$ cat config.mk
export PLATFORM = sky130hd
export DESIGN_NAME = sas_sequencer
export DESIGN_NICKNAME = d
export VERILOG_FILES = /design/src/pkg/sas_pkg.sv /design/src/design/sas_sequencer.sv
export SDC_FILE = /design/constraint.sdc
export NUM_CORES = 1
export LEC_CHECK = 0
export ABC_CLOCK_PERIOD_IN_PS = 3900
export CAP_MARGIN = 15
export CORE_MARGIN = 3
export CORE_UTILIZATION = 55
export CTS_BUF_LIST = sky130_fd_sc_hd__clkbuf_16
export DETAILED_ROUTE_END_ITERATION = 12
export DONT_BUFFER_PORTS = 1
export GPL_ROUTABILITY_DRIVEN = 0
export PLACE_DENSITY = 0.78
export SETUP_SLACK_MARGIN = 0.02
export SLEW_MARGIN = 20
export SYNTH_ARGS = -nofsm -noshare
export SYNTH_HDL_FRONTEND = slang
export SYNTH_SLANG_ARGS = --single-unit
$ cat constraint.sdc
create_clock -name sys_clk -period 3.9 [get_ports sys_clk]
set_clock_uncertainty 0.15 [all_clocks]
set_input_delay 0.585 -clock sys_clk [delete_from_list [all_inputs] [get_ports sys_clk]]
set_output_delay 0.585 -clock sys_clk [all_outputs]
set_load 0.02 [all_outputs]
$ cat src/pkg/sas_pkg.sv
// constants and carrier types for the adc sequencer
package sas_pkg;
	localparam int ADDR_W = 8;
	localparam logic [7:0] OFS_MAIN_CTRL = 8'h26;
	localparam logic [7:0] OFS_TIMING_CTRL = 8'h27;
	localparam logic [7:0] OFS_RESULT_LOW = 8'h28;
	localparam logic [7:0] OFS_RESULT_HIGH = 8'h29;
	localparam logic [7:0] MAIN_CTRL_RST = 8'h10;
	localparam logic [5:0] TIMING_CTRL_RST = 6'h10;
	localparam int MAIN_START_BIT = 7;
	localparam int MAIN_MODE_HI = 6;
	localparam int MAIN_MODE_LO = 5;
	localparam int MAIN_AIN_DIS_BIT = 4;
	localparam int TIM_LADDER_BIT = 5;
	localparam int TIM_FIXED1_BIT = 4;
	localparam logic [1:0] MODE_OFF = 2'h0;
	localparam logic [1:0] MODE_SINGLE = 2'h1;
	localparam logic [1:0] MODE_REPEAT = 2'h3;
	localparam logic [2:0] START_BLOCK_CYC = 3'h4;
	localparam logic [10:0] CONV_39 = 11'd39;
	localparam logic [10:0] CONV_78 = 11'd78;
	localparam logic [10:0] CONV_156 = 11'd156;
	localparam logic [10:0] CONV_312 = 11'd312;
	localparam logic [10:0] CONV_624 = 11'd624;
	localparam logic [10:0] CONV_1248 = 11'd1248;
	localparam int CONV_CNT_W = 11;
	typedef struct packed {
		logic start;
		logic [1:0] mode;
		logic ain_dis;
		logic [3:0] channel;
	} sas_main_s;
	typedef struct packed {
		logic [9:0] value;
		logic done;
		logic busy;
	} sas_result_s;
	typedef enum logic [0:0] {SAS_IDLE, SAS_CONV} sas_state_e;
endpackage

$ cat src/design/sas_sequencer.sv
// adc conversion sequencer with avalon-mm register slave
//
// Behaviour
// - ladder bit 0 connects ladder only while converting, 1 keeps it on
// - time code sets conversion length: 39..1248 fc cycles, 001/111 reserved
// - timing register bits 7 and 6 read 0
// - on completion store result split high/low, set done flag, raise irq
// - done flag reads 0 until completion, cleared by reading high result
// - busy flag set at start, cleared at single mode finish or at stop
// - low result bits 3..0 unimplemented and read 0
// - single mode start write begins one conversion of selected channel
// - start bit clears itself once conversion begins
// - repeat mode stores, flags, interrupts and relaunches each time
// - mode 00 stops at once, partial result discarded
// - new start clears done flag, old result kept until next completion
// - mode field: 00 off, 01 single, 10 reserved, 11 repeat
// - after main control written all zero, starts ignored four cycles
// - start is bit 7; writing 1 requests, writing 0 does nothing
`timescale 1ns/1ns
module sas_sequencer
	import sas_pkg::*;
(
	input wire logic sys_clk,
	input wire logic srst,
	input wire logic [ADDR_W-1:0] avs_address,
	input wire logic avs_read,
	input wire logic avs_write,
	input wire logic [7:0] avs_writedata,
	output logic [7:0] avs_readdata,
	output logic avs_waitrequest,
	input wire logic comp_in,
	output logic [3:0] channel_sel,
	output logic analog_input_disable,
	output logic ladder_enable,
	output logic sample_hold,
	output logic [9:0] dac_code,
	output logic conv_done_irq
);
	sas_main_s main_ctrl;
	logic [5:0] timing_ctrl;
	sas_result_s result;
	sas_state_e state;
	logic [CONV_CNT_W-1:0] conv_cnt;
	logic [CONV_CNT_W-1:0] conv_len;
	logic [9:0] sar_bit;
	logic [3:0] bit_idx;
	logic [2:0] block_cnt;
	logic comp_q1;
	logic comp_q2;
	logic acc;
	logic wr_main;
	logic rd_high;
	logic start_go;
	logic finish;
	logic stop_now;

	localparam logic [1:0] MODE_RESV = 2'h2;
	localparam logic [9:0] SAR_MID = 10'h200;
	localparam logic [3:0] SAR_TOP_IDX = 4'd9;
	localparam logic [3:0] SAR_END_IDX = 4'hf;
	// three edges per bit: dac settles, then two synchroniser stages
	localparam logic [CONV_CNT_W-1:0] SAR_SPACING = 11'd3;
	localparam logic [CONV_CNT_W-1:0] SAR_TAIL = 11'd2;

	function automatic logic reg_hit(input logic [ADDR_W-1:0] a,
		input logic [ADDR_W-1:0] ofs);
		reg_hit = (a == ofs);
	endfunction

	function automatic logic [CONV_CNT_W-1:0] sar_slot(input logic [3:0] b);
		sar_slot = {7'd0, b} * SAR_SPACING + SAR_TAIL;
	endfunction

	function automatic logic [CONV_CNT_W-1:0] conv_cycles(input logic [2:0] c);
		case (c)
			3'h0: conv_cycles = CONV_39;
			3'h2: conv_cycles = CONV_78;
			3'h3: conv_cycles = CONV_156;
			3'h4: conv_cycles = CONV_312;
			3'h5: conv_cycles = CONV_624;
			3'h6: conv_cycles = CONV_1248;
			default: conv_cycles = CONV_1248;
		endcase
	endfunction

	// bus handshake: one wait cycle, answered on the second edge
	assign acc = (avs_read | avs_write) & ~avs_waitrequest;
	assign wr_main = acc & avs_write & reg_hit(avs_address, OFS_MAIN_CTRL);
	assign rd_high = acc & avs_read & reg_hit(avs_address, OFS_RESULT_HIGH);
	assign conv_len = conv_cycles(timing_ctrl[3:1]);
	assign stop_now = (state == SAS_CONV) & (main_ctrl.mode == MODE_OFF);
	assign finish = (state == SAS_CONV) & ~stop_now & (conv_cnt == '0);
	// start taken only when idle, enabled mode and not blocked
	assign start_go = main_ctrl.start & (state == SAS_IDLE) &
		(block_cnt == '0) &
		((main_ctrl.mode == MODE_SINGLE) |
		(main_ctrl.mode == MODE_REPEAT));

	always_ff @(posedge sys_clk) begin
		if (srst) begin
			avs_waitrequest <= 1'b1;
		end else if ((avs_read | avs_write) & avs_waitrequest) begin
			avs_waitrequest <= 1'b0;
		end else begin
			avs_waitrequest <= 1'b1;
		end
	end

	always_ff @(posedge sys_clk) begin
		if (srst) begin
			avs_readdata <= 8'h00;
		end else if (avs_read & avs_waitrequest) begin
			// loaded in the wait cycle, stands when waitrequest drops
			case (avs_address)
				OFS_MAIN_CTRL: avs_readdata <= main_ctrl;
				OFS_TIMING_CTRL: avs_readdata <= {2'b00, timing_ctrl};
				OFS_RESULT_LOW: avs_readdata <= {result.value[1:0],
					result.done, result.busy, 4'h0};
				OFS_RESULT_HIGH: avs_readdata <= result.value[9:2];
				default: avs_readdata <= 8'h00;
			endcase
		end
	end

	// main control register
	always_ff @(posedge sys_clk) begin
		if (srst) begin
			main_ctrl <= MAIN_CTRL_RST;
		end else if (wr_main) begin
			main_ctrl.mode <= avs_writedata[MAIN_MODE_HI:MAIN_MODE_LO];
			main_ctrl.ain_dis <= avs_writedata[MAIN_AIN_DIS_BIT];
			main_ctrl.channel <= avs_writedata[3:0];
			if (avs_writedata[MAIN_START_BIT]) begin
				main_ctrl.start <= 1'b1;
			end
		end else if (start_go | (main_ctrl.start & state == SAS_CONV)) begin
			main_ctrl.start <= 1'b0;
		end
	end

	always_ff @(posedge sys_clk) begin
		if (srst) begin
			timing_ctrl <= TIMING_CTRL_RST;
		end else if (acc & avs_write & reg_hit(avs_address, OFS_TIMING_CTRL)) begin
			timing_ctrl <= avs_writedata[5:0];
		end
	end

	always_ff @(posedge sys_clk) begin
		if (srst) begin
			block_cnt <= '0;
		end else if (wr_main & (avs_writedata == 8'h00)) begin
			block_cnt <= START_BLOCK_CYC;
		end else if (block_cnt != '0) begin
			block_cnt <= block_cnt - 3'h1;
		end
	end

	always_ff @(posedge sys_clk) begin
		if (srst) begin
			comp_q1 <= 1'b0;
			comp_q2 <= 1'b0;
		end else begin
			comp_q1 <= comp_in;
			comp_q2 <= comp_q1;
		end
	end

	// conversion sequencer
	always_ff @(posedge sys_clk) begin
		if (srst) begin
			state <= SAS_IDLE;
			conv_cnt <= '0;
		end else if (stop_now) begin
			state <= SAS_IDLE;
		end else if (start_go) begin
			state <= SAS_CONV;
			conv_cnt <= conv_len - 11'd1;
		end else if (finish & main_ctrl.mode == MODE_REPEAT) begin
			conv_cnt <= conv_len - 11'd1;
		end else if (finish) begin
			state <= SAS_IDLE;
		end else if (state == SAS_CONV) begin
			conv_cnt <= conv_cnt - 11'd1;
		end
	end

	// successive approximation: one bit decision every three cycles in the last 30 cycles of the window
	always_ff @(posedge sys_clk) begin
		if (srst) begin
			sar_bit <= '0;
			bit_idx <= SAR_TOP_IDX;
			dac_code <= '0;
		end else if (start_go | finish) begin
			sar_bit <= '0;
			bit_idx <= SAR_TOP_IDX;
			dac_code <= SAR_MID;
		end else if (state == SAS_CONV && bit_idx != SAR_END_IDX &&
			conv_cnt == sar_slot(bit_idx)) begin
			sar_bit[bit_idx] <= comp_q2;
			bit_idx <= bit_idx - 4'd1;
			dac_code <= (dac_code & ~(10'h1 << bit_idx) |
				({9'd0, comp_q2} << bit_idx)) |
				((bit_idx != 4'd0) ? (10'h1 << (bit_idx - 4'd1)) : 10'h0);
		end
	end

	// result and flags
	always_ff @(posedge sys_clk) begin
		if (srst) begin
			result <= '0;
			conv_done_irq <= 1'b0;
		end else begin
			conv_done_irq <= finish;
			if (finish) begin
				result.value <= sar_bit;
				result.done <= 1'b1;
			end else if (rd_high | start_go) begin
				result.done <= 1'b0;
			end
			if (start_go) begin
				result.busy <= 1'b1;
			end else if (stop_now | (finish & main_ctrl.mode != MODE_REPEAT)) begin
				result.busy <= 1'b0;
			end
		end
	end

	always_ff @(posedge sys_clk) begin
		if (srst) begin
			channel_sel <= MAIN_CTRL_RST[3:0];
			analog_input_disable <= MAIN_CTRL_RST[MAIN_AIN_DIS_BIT];
			ladder_enable <= 1'b0;
			sample_hold <= 1'b0;
		end else begin
			channel_sel <= main_ctrl.channel;
			analog_input_disable <= main_ctrl.ain_dis;
			ladder_enable <= timing_ctrl[TIM_LADDER_BIT] |
				(state == SAS_CONV);
			sample_hold <= start_go | finish & main_ctrl.mode == MODE_REPEAT;
		end
	end

	done_on_finish_a: assert property (@(posedge sys_clk) disable iff (srst)
		finish |=> result.done && conv_done_irq)
		else $error("done flag or irq missing after finish");
	done_clear_a: assert property (@(posedge sys_clk) disable iff (srst)
		rd_high && !finish |=> !result.done)
		else $error("done flag not cleared by high read");
	busy_start_a: assert property (@(posedge sys_clk) disable iff (srst)
		start_go |=> result.busy && state == SAS_CONV)
		else $error("busy not set at start");
	start_clear_a: assert property (@(posedge sys_clk) disable iff (srst)
		start_go && !wr_main |=> !main_ctrl.start)
		else $error("start bit did not clear");
	stop_keep_a: assert property (@(posedge sys_clk) disable iff (srst)
		stop_now |=> state == SAS_IDLE && !result.busy &&
		$stable(result.value))
		else $error("stop did not discard conversion");
	block_start_a: assert property (@(posedge sys_clk) disable iff (srst)
		wr_main && avs_writedata == 8'h00 |=> !start_go [*4])
		else $error("start accepted during block window");
	busy_ignore_a: assert property (@(posedge sys_clk) disable iff (srst)
		state == SAS_CONV |-> !start_go)
		else $error("start accepted while busy");
	repeat_go_a: assert property (@(posedge sys_clk) disable iff (srst)
		finish && main_ctrl.mode == MODE_REPEAT |=> state == SAS_CONV &&
		result.busy)
		else $error("repeat did not relaunch");
	time_len_a: assert property (@(posedge sys_clk) disable iff (srst)
		start_go && timing_ctrl[3:1] == 3'h0 |=>
		(state == SAS_CONV && !stop_now && !finish) [*8])
		else $error("conversion ended too early");

	// bus handshake
	wait_one_a: assert property (@(posedge sys_clk)
		disable iff (srst)
		(avs_read || avs_write) && avs_waitrequest |=> !avs_waitrequest)
		else $error("waitrequest did not drop after one wait");
	wait_back_a: assert property (@(posedge sys_clk)
		disable iff (srst)
		!avs_waitrequest |=> avs_waitrequest)
		else $error("waitrequest low for more than one cycle");
	high_data_a: assert property (@(posedge sys_clk)
		disable iff (srst)
		avs_read && avs_waitrequest && !finish &&
		reg_hit(avs_address, OFS_RESULT_HIGH) |=>
		avs_readdata == result.value[9:2])
		else $error("high result read data wrong");
	low_pad_a: assert property (@(posedge sys_clk)
		disable iff (srst)
		avs_read && avs_waitrequest &&
		reg_hit(avs_address, OFS_RESULT_LOW) |=> avs_readdata[3:0] == 4'h0)
		else $error("low result unused bits not zero");
	timing_pad_a: assert property (@(posedge sys_clk)
		disable iff (srst)
		avs_read && avs_waitrequest &&
		reg_hit(avs_address, OFS_TIMING_CTRL) |=> avs_readdata[7:6] == 2'h0)
		else $error("timing register top bits not zero");

	// flags and pulses
	irq_pulse_a: assert property (@(posedge sys_clk)
		disable iff (srst)
		conv_done_irq |=> !conv_done_irq)
		else $error("completion irq longer than one cycle");
	sh_pulse_a: assert property (@(posedge sys_clk)
		disable iff (srst)
		sample_hold |=> !sample_hold)
		else $error("sample pulse longer than one cycle");
	busy_state_a: assert property (@(posedge sys_clk)
		disable iff (srst)
		result.busy == (state == SAS_CONV))
		else $error("busy flag disagrees with sequencer");
	start_done_a: assert property (@(posedge sys_clk)
		disable iff (srst)
		start_go |=> !result.done)
		else $error("done flag kept over new start");
	value_keep_a: assert property (@(posedge sys_clk)
		disable iff (srst)
		!finish |=> $stable(result.value))
		else $error("result changed without completion");
	single_end_a: assert property (@(posedge sys_clk)
		disable iff (srst)
		finish && main_ctrl.mode == MODE_SINGLE |=>
		state == SAS_IDLE && !result.busy)
		else $error("single conversion did not stop");
	dac_mid_a: assert property (@(posedge sys_clk)
		disable iff (srst)
		start_go |=> dac_code == SAR_MID)
		else $error("trial code not at midscale on start");

	// ladder connection
	ladder_on_a: assert property (@(posedge sys_clk)
		disable iff (srst)
		timing_ctrl[TIM_LADDER_BIT] |=> ladder_enable)
		else $error("ladder not held connected");
	ladder_off_a: assert property (@(posedge sys_clk)
		disable iff (srst)
		!timing_ctrl[TIM_LADDER_BIT] && state == SAS_IDLE |=> !ladder_enable)
		else $error("ladder connected while idle");

	// start, mode and stop
	resv_mode_a: assert property (@(posedge sys_clk)
		disable iff (srst)
		main_ctrl.mode == MODE_RESV |-> !start_go)
		else $error("start accepted in reserved mode");
	start_set_a: assert property (@(posedge sys_clk)
		disable iff (srst)
		wr_main && avs_writedata[MAIN_START_BIT] |=> main_ctrl.start)
		else $error("start write not latched");
	start_zero_a: assert property (@(posedge sys_clk)
		disable iff (srst)
		wr_main && !avs_writedata[MAIN_START_BIT] |=>
		main_ctrl.start == $past(main_ctrl.start))
		else $error("zero start write changed start bit");
	mode_stop_a: assert property (@(posedge sys_clk)
		disable iff (srst)
		wr_main && avs_writedata[MAIN_MODE_HI:MAIN_MODE_LO] == MODE_OFF &&
		state == SAS_CONV && !finish |=> stop_now)
		else $error("mode off write did not stop");
	stop_irq_a: assert property (@(posedge sys_clk)
		disable iff (srst)
		stop_now |=> !conv_done_irq)
		else $error("irq raised on stopped conversion");
	block_load_a: assert property (@(posedge sys_clk)
		disable iff (srst)
		wr_main && avs_writedata == 8'h00 |=> block_cnt == START_BLOCK_CYC)
		else $error("start block window not loaded");
endmodule

* Word level (Yosys, flattened, before mapping)
Index checks and enable logic that the tools add are counted.
** Storage, ports and cells
- Flip-flop bits (word level) :: 84
- Output and inout bits :: 27
** Operators by class
- Add/subtract/negate cells :: 5
- Multipliers :: 1
- Magnitude comparators :: 2
- Equality and inequality tests :: 16
- Shift-type cells :: 3
- Multiplexer cells :: 25
- Bitwise logic cells :: 33
- Reduce and logical (&&, ||, !) cells :: 23
** Operator list (count)
- one-hot mux 11 bit (5 select lines) :: 1
- 2-to-1 mux 11 bit :: 4
- equality test 8 x 6 -> 1 bit, second input constant :: 4
- one-hot mux 8 bit (4 select lines) :: 1
- 2-to-1 mux 10 bit :: 3
- subtractor 11 x 1 -> 11 bit, second input constant :: 2
- OR 10 bit :: 2
- left shift 1 x 4 -> 10 bit, first input constant :: 2
- bitwise AND 1 bit :: 18
- 2-to-1 mux 1 bit :: 12
- nonzero test 2 bit :: 6
- equality test 11 x 7 -> 1 bit :: 1
- logical NOT 11 bit :: 1
- bitwise AND 10 bit :: 1
- bitwise mux 10 bit :: 1
- inverter 10 bit :: 1
- left shift 1 x 4 -> 10 bit :: 1
- logical NOT 8 bit :: 1
- OR 1 bit :: 8
- adder 6 x 2 -> 7 bit, second input constant :: 1
- equality test 3 x 2 -> 1 bit, second input constant :: 2
- equality test 3 bit, second input constant :: 2
- logical NOT 3 bit :: 2
- multiplier 4 x 2 -> 6 bit, second input constant :: 1
- other kinds (19) :: 30

* Longest topological paths before layout
- Word-level depth :: 9
- Mapped depth :: 14
- Mapped depth without buffers :: 11

* Worst setup path after synthesis
Ideal clock, no wire load.
- Path kind :: register to register
- Start point :: reg bit_idx[0]
- End point :: reg sar_bit[0]
- Setup time :: 0.070 ns
- Arrival :: 2.949 ns
- Required time :: 3.680 ns
- Path slack :: 0.731 ns
- Stages on the path, launching flop included :: 15
- Path buffers :: 3
- Clock period less this slack :: 3.169 ns
- Cells stage by stage :: dfxtp_1 > clkbuf_1 > inv_1 > ha_1 > inv_1 > ha_1 > inv_1 > fa_1 > xnor3_1 > nor4_1 > o211a_1 > buf_4 > buf_6 > nand4_1 > a21oi_1
** On the way
- Cells in the longest elaborated chain, start to end :: 5
- Elaborated cells on any way between the ends :: 12
** Ends and longest elaborated chain
- start, declared :: line sas_sequencer.sv:46 : logic [3:0] bit_idx;
- start signal, assigned :: line sas_sequencer.sv:201 : bit_idx <= bit_idx - 4'd1;
- branches (longest 5 deep; another with adder 6 x 2 -> 7 bit)
- end signal, assigned by index :: line sas_sequencer.sv:200 : sar_bit[bit_idx] <= comp_q2;
- end, declared :: line sas_sequencer.sv:45 : logic [9:0] sar_bit;
Several ways; the timed one is not identified.
A chain may end at the register's enable or synchronous reset.

* Worst setup path in the final report
- Start point :: reg bit_idx[1]
- End point :: reg dac_code[9]
** On the way
- Cells in the longest elaborated chain, start to end :: 7
- Elaborated cells on any way between the ends :: 19
** Ends and longest elaborated chain
- branches (longest 7 deep; another with adder 6 x 2 -> 7 bit)
- end signal, assigned :: line sas_sequencer.sv:202 : dac_code <= (dac_code & ~(10'h1 << bit_idx) |
- end, declared :: line sas_sequencer.sv:36 : output logic [9:0] dac_code,
Several ways; the timed one is not identified. The select of a mux whose other input is x is not followed.

==> impl_metrics.json <==
{
  "status": "complete, no violations",
  "cts_max_level": 3,
  "grt_pass1_wl_um": 17500,
  "netlist.area_leader.share_pct": 37.7,
  "grt_pass1_vias": 3642,
  "vias_per_cell": 6.21,
  "synth_edf_count": 0,
  "cts_setup_buffers": 0,
  "syn_to_final_growth_pct": 5.92,
  "die-area_um2": 9230,
  "rsz0062_at_grt": "no",
  "post_cts_resized": 0,
  "grt_max_degree": 54,
  "start_util_pct": 57.1,
  "fp-row-count": 32,
  "hold_path_class": "input port to flop",
  "core_area_um2": 7810,
  "worstPathRequired_ns": 3.96,
  "critical_path_class": "flop to flop",
  "num_vias": 3867,
  "maxCapViolations": 0,
  "finalCritPeriodShare_pct": 91.7,
  "track_usage_pct": 23.8,
  "seqCellArea_um2": 1680,
  "crit_chain": "inv_1 > ha_1 > inv_1 > ha_1 > inv_1 > fa_1 > xnor3_1 > nor4_1 > o211a_1 > buf_4 > mux2i_1 > a31oi_1",
  "nFillCells": 671,
  "ys_seq_elements": 84,
  "cts.clk_slew.worst_paths_ns": 0.07,
  "clock-root-buffer": "clkbuf_16",
  "p_leak_nw": 1.83,
  "yosysWarningCount": 0,
  "port_buffers": 0,
  "critPathTopFamily": "adder cells",
  "crit_buf_inv": 4,
  "slowest_stage": "dfxtp_1",
  "cts_buffers": 9,
  "die_y_um": 96.1,
  "grt_overflow": 0,
  "slew_viol_final": 0,
  "cp-end-kind": "flop",
  "drc": 0,
  "max_stage_delay_ns": 0.58,
  "hpwl_um": 7240,
  "ant_nets": 0,
  "power_density_nw_per_um2": 380,
  "fin_area_um2": 4730,
  "antenna_found_initial": 0,
  "wire_per_inst_um": 17.2,
  "ys_async_sr_fraction_pct": 0,
  "final_nets": 557,
  "ys_types": 70,
  "first_iter_violations": 302,
  "synth_seq_area_share_pct": 37.7,
  "setup_viol": 0,
  "fmax_mhz": 280,
  "synth_area_um2": 4460,
  "finalSetupTns_ns": 0,
  "final-hold-violation-count": 0,
  "synthFlopType": "dfxtp_1",
  "syn_inst": 535,
  "die_w_um": 96.1,
  "clkLatencyLatePin_ns": 0.34,
  "dr.pass1.iters": 5,
  "ios": 48,
  "max_slew.worst_pin.slew_ns": 1.03,
  "clockBufferDepth": 2,
  "ys_top_cells_by_area": "dfxtp_1, nand2_1, a21oi_1",
  "post_route_cells_drive_above_1_share_pct": 6.33,
  "cts.sinks": 84,
  "period_needed_ns": 3.58,
  "synth_top_cell_by_area": "dfxtp_1",
  "hold_buffers": 0,
  "multi_input_area_um2": 2490,
  "max-slew-margin-rel_pct": 31.3,
  "ir_drop_mv": 0.207,
  "placed_area_um2": 4420,
  "wirelength_um": 10700,
  "synth.net_count": 576,
  "cts_tree": "done",
  "crit_arrival_ns": 3.64,
  "cp_common_cell": "inv_1",
  "worst-path-max-fanout": 25,
  "synth_area_per_cell_um2": 8.34,
  "crit_path_start_kind": "flop",
  "n_antenna_cell": 0
}
-- placed cells by master, fill, tap and decap left out, drive strengths merged, types with 6 or more instances in the layout --
cell / netlist / layout
dfxtp: 84 / 84
nand2: 74 / 74
a21oi: 50 / 50
nor2: 40 / 40
o21ai: 32 / 32
inv: 23 / 25
ha: 19 / 19
mux2i: 18 / 18
nand4: 14 / 14
nor2b: 13 / 13
a22oi: 10 / 10
o31ai: 9 / 9
clkbuf: 22 / 9
nor3: 9 / 9
a211oi: 8 / 8
nor4: 8 / 8
a22o: 8 / 8
nand3: 7 / 7
xnor2: 6 / 6
-- path summary, 6_finish.rpt --
path                            from                       end  slack (ns)  depth (start not counted)
max          bit_idx[1]$_SDFFE_PP0P_  dac_code[9]$_SDFFE_PP0P_        0.32                         12
min                             srst        comp_q1$_SDFF_PP0_        0.16                          1
max reg2reg  bit_idx[1]$_SDFFE_PP0P_  dac_code[9]$_SDFFE_PP0P_        0.32                         12
min reg2reg       comp_q1$_SDFF_PP0_        comp_q2$_SDFF_PP0_        0.30                          1
-- synthesized netlist by cell type, drive strengths merged (3+ instances only) --
master   n
dfxtp   84
nand2   74
a21oi   50
nor2    40
o21ai   32
inv     23
clkbuf  22
ha      19
mux2i   18
nand4   14
buf     13
nor2b   13
a22oi   10
nor3     9
o31ai    9
a211oi   8
a22o     8
nor4     8
nand3    7
xnor2    6
and2     4
and3     4
nand2b   4
o32ai    4
a221oi   3
and3b    3
o211ai   3
o21a     3
xor2     3
-- stage by stage --
stage / cells / utilization (%) / setup WS [ns] / hold slack (ns) / power (mW)
after floorplan: 535 / - / 0.731 / 0.264 / 0.956
after global placement: 607 / 56.6 / 0.600 / 0.280 / 0.954
after detailed placement: 607 / 56.6 / 0.396 / 0.284 / 0.959
after CTS: 623 / 60.5 / 0.371 / 0.159 / 1.80
after global routing: 623 / 60.5 / 0.115 / 0.163 / 1.85
final: 623 / 60.5 / 0.324 / 0.162 / 1.80
-- power by group --
group / switching (mW) / internal, mW
clock: 0.403 / 0.455
combinational: 0.0403 / 0.0254
sequential: 0.00801 / 0.866
total: 0.451 / 1.35
-- area by class of cell --
cell class / count / share of cell area, %
Multi-Input combinational cell: 393 / 52.6
Sequential cell: 84 / 35.6
Clock buffer: 9 / 4.77
Tap cell: 102 / 2.70
Inverter: 23 / 1.83
Clock inverter: 7 / 1.72
Timing Repair Buffer: 5 / 0.794
-- worst register-to-register path, delay by kind of cell (launching register included) --
family,cells,cell delay (ns)
AO/OA/AOI/OAI,2,0.33
XOR/XNOR,1,0.35
adder cells (fa/ha/maj),3,0.82
buffers and inverters,4,0.61
flip-flops,1,0.58
multiplexers,1,0.25
AND/OR/NAND/NOR,1,0.38
-- registers in the layout, summed over array words and instances, names as in the netlist --
name / flops
bit_idx: 4
ladder_enable: 1
sar_bit: 10
timing_ctrl: 6
sample_hold: 1
block_cnt: 3
channel_sel: 4
comp_q2: 1
dac_code: 10
main_ctrl: 8
comp_q1: 1
avs_readdata: 8
avs_waitrequest: 1
conv_done_irq: 1
result: 12
state: 1
conv_cnt: 11
analog_input_disable: 1
-- metal layers --
metal,vias up,track usage [%],routed length [µm]
met5,-,0,0
met4,0,8.41,125
met3,12,4.61,718
met2,159,36.9,5070
met1,1823,32.7,4800
li1,1873,-,-
-- logic make-up (layout without fill, tap and decap cells) --
family,after synthesis,in the layout,synth area share (%)
xor+xnor,10,10,2.27
fa+ha+maj,20,20,5.78
buf+inv,58,44,6.59
simple gates,198,198,22.5
compound gates,147,147,21.1
mux,18,18,4.04
flops,84,84,37.7
No activity file was read; power rests on OpenSTA's default activity.
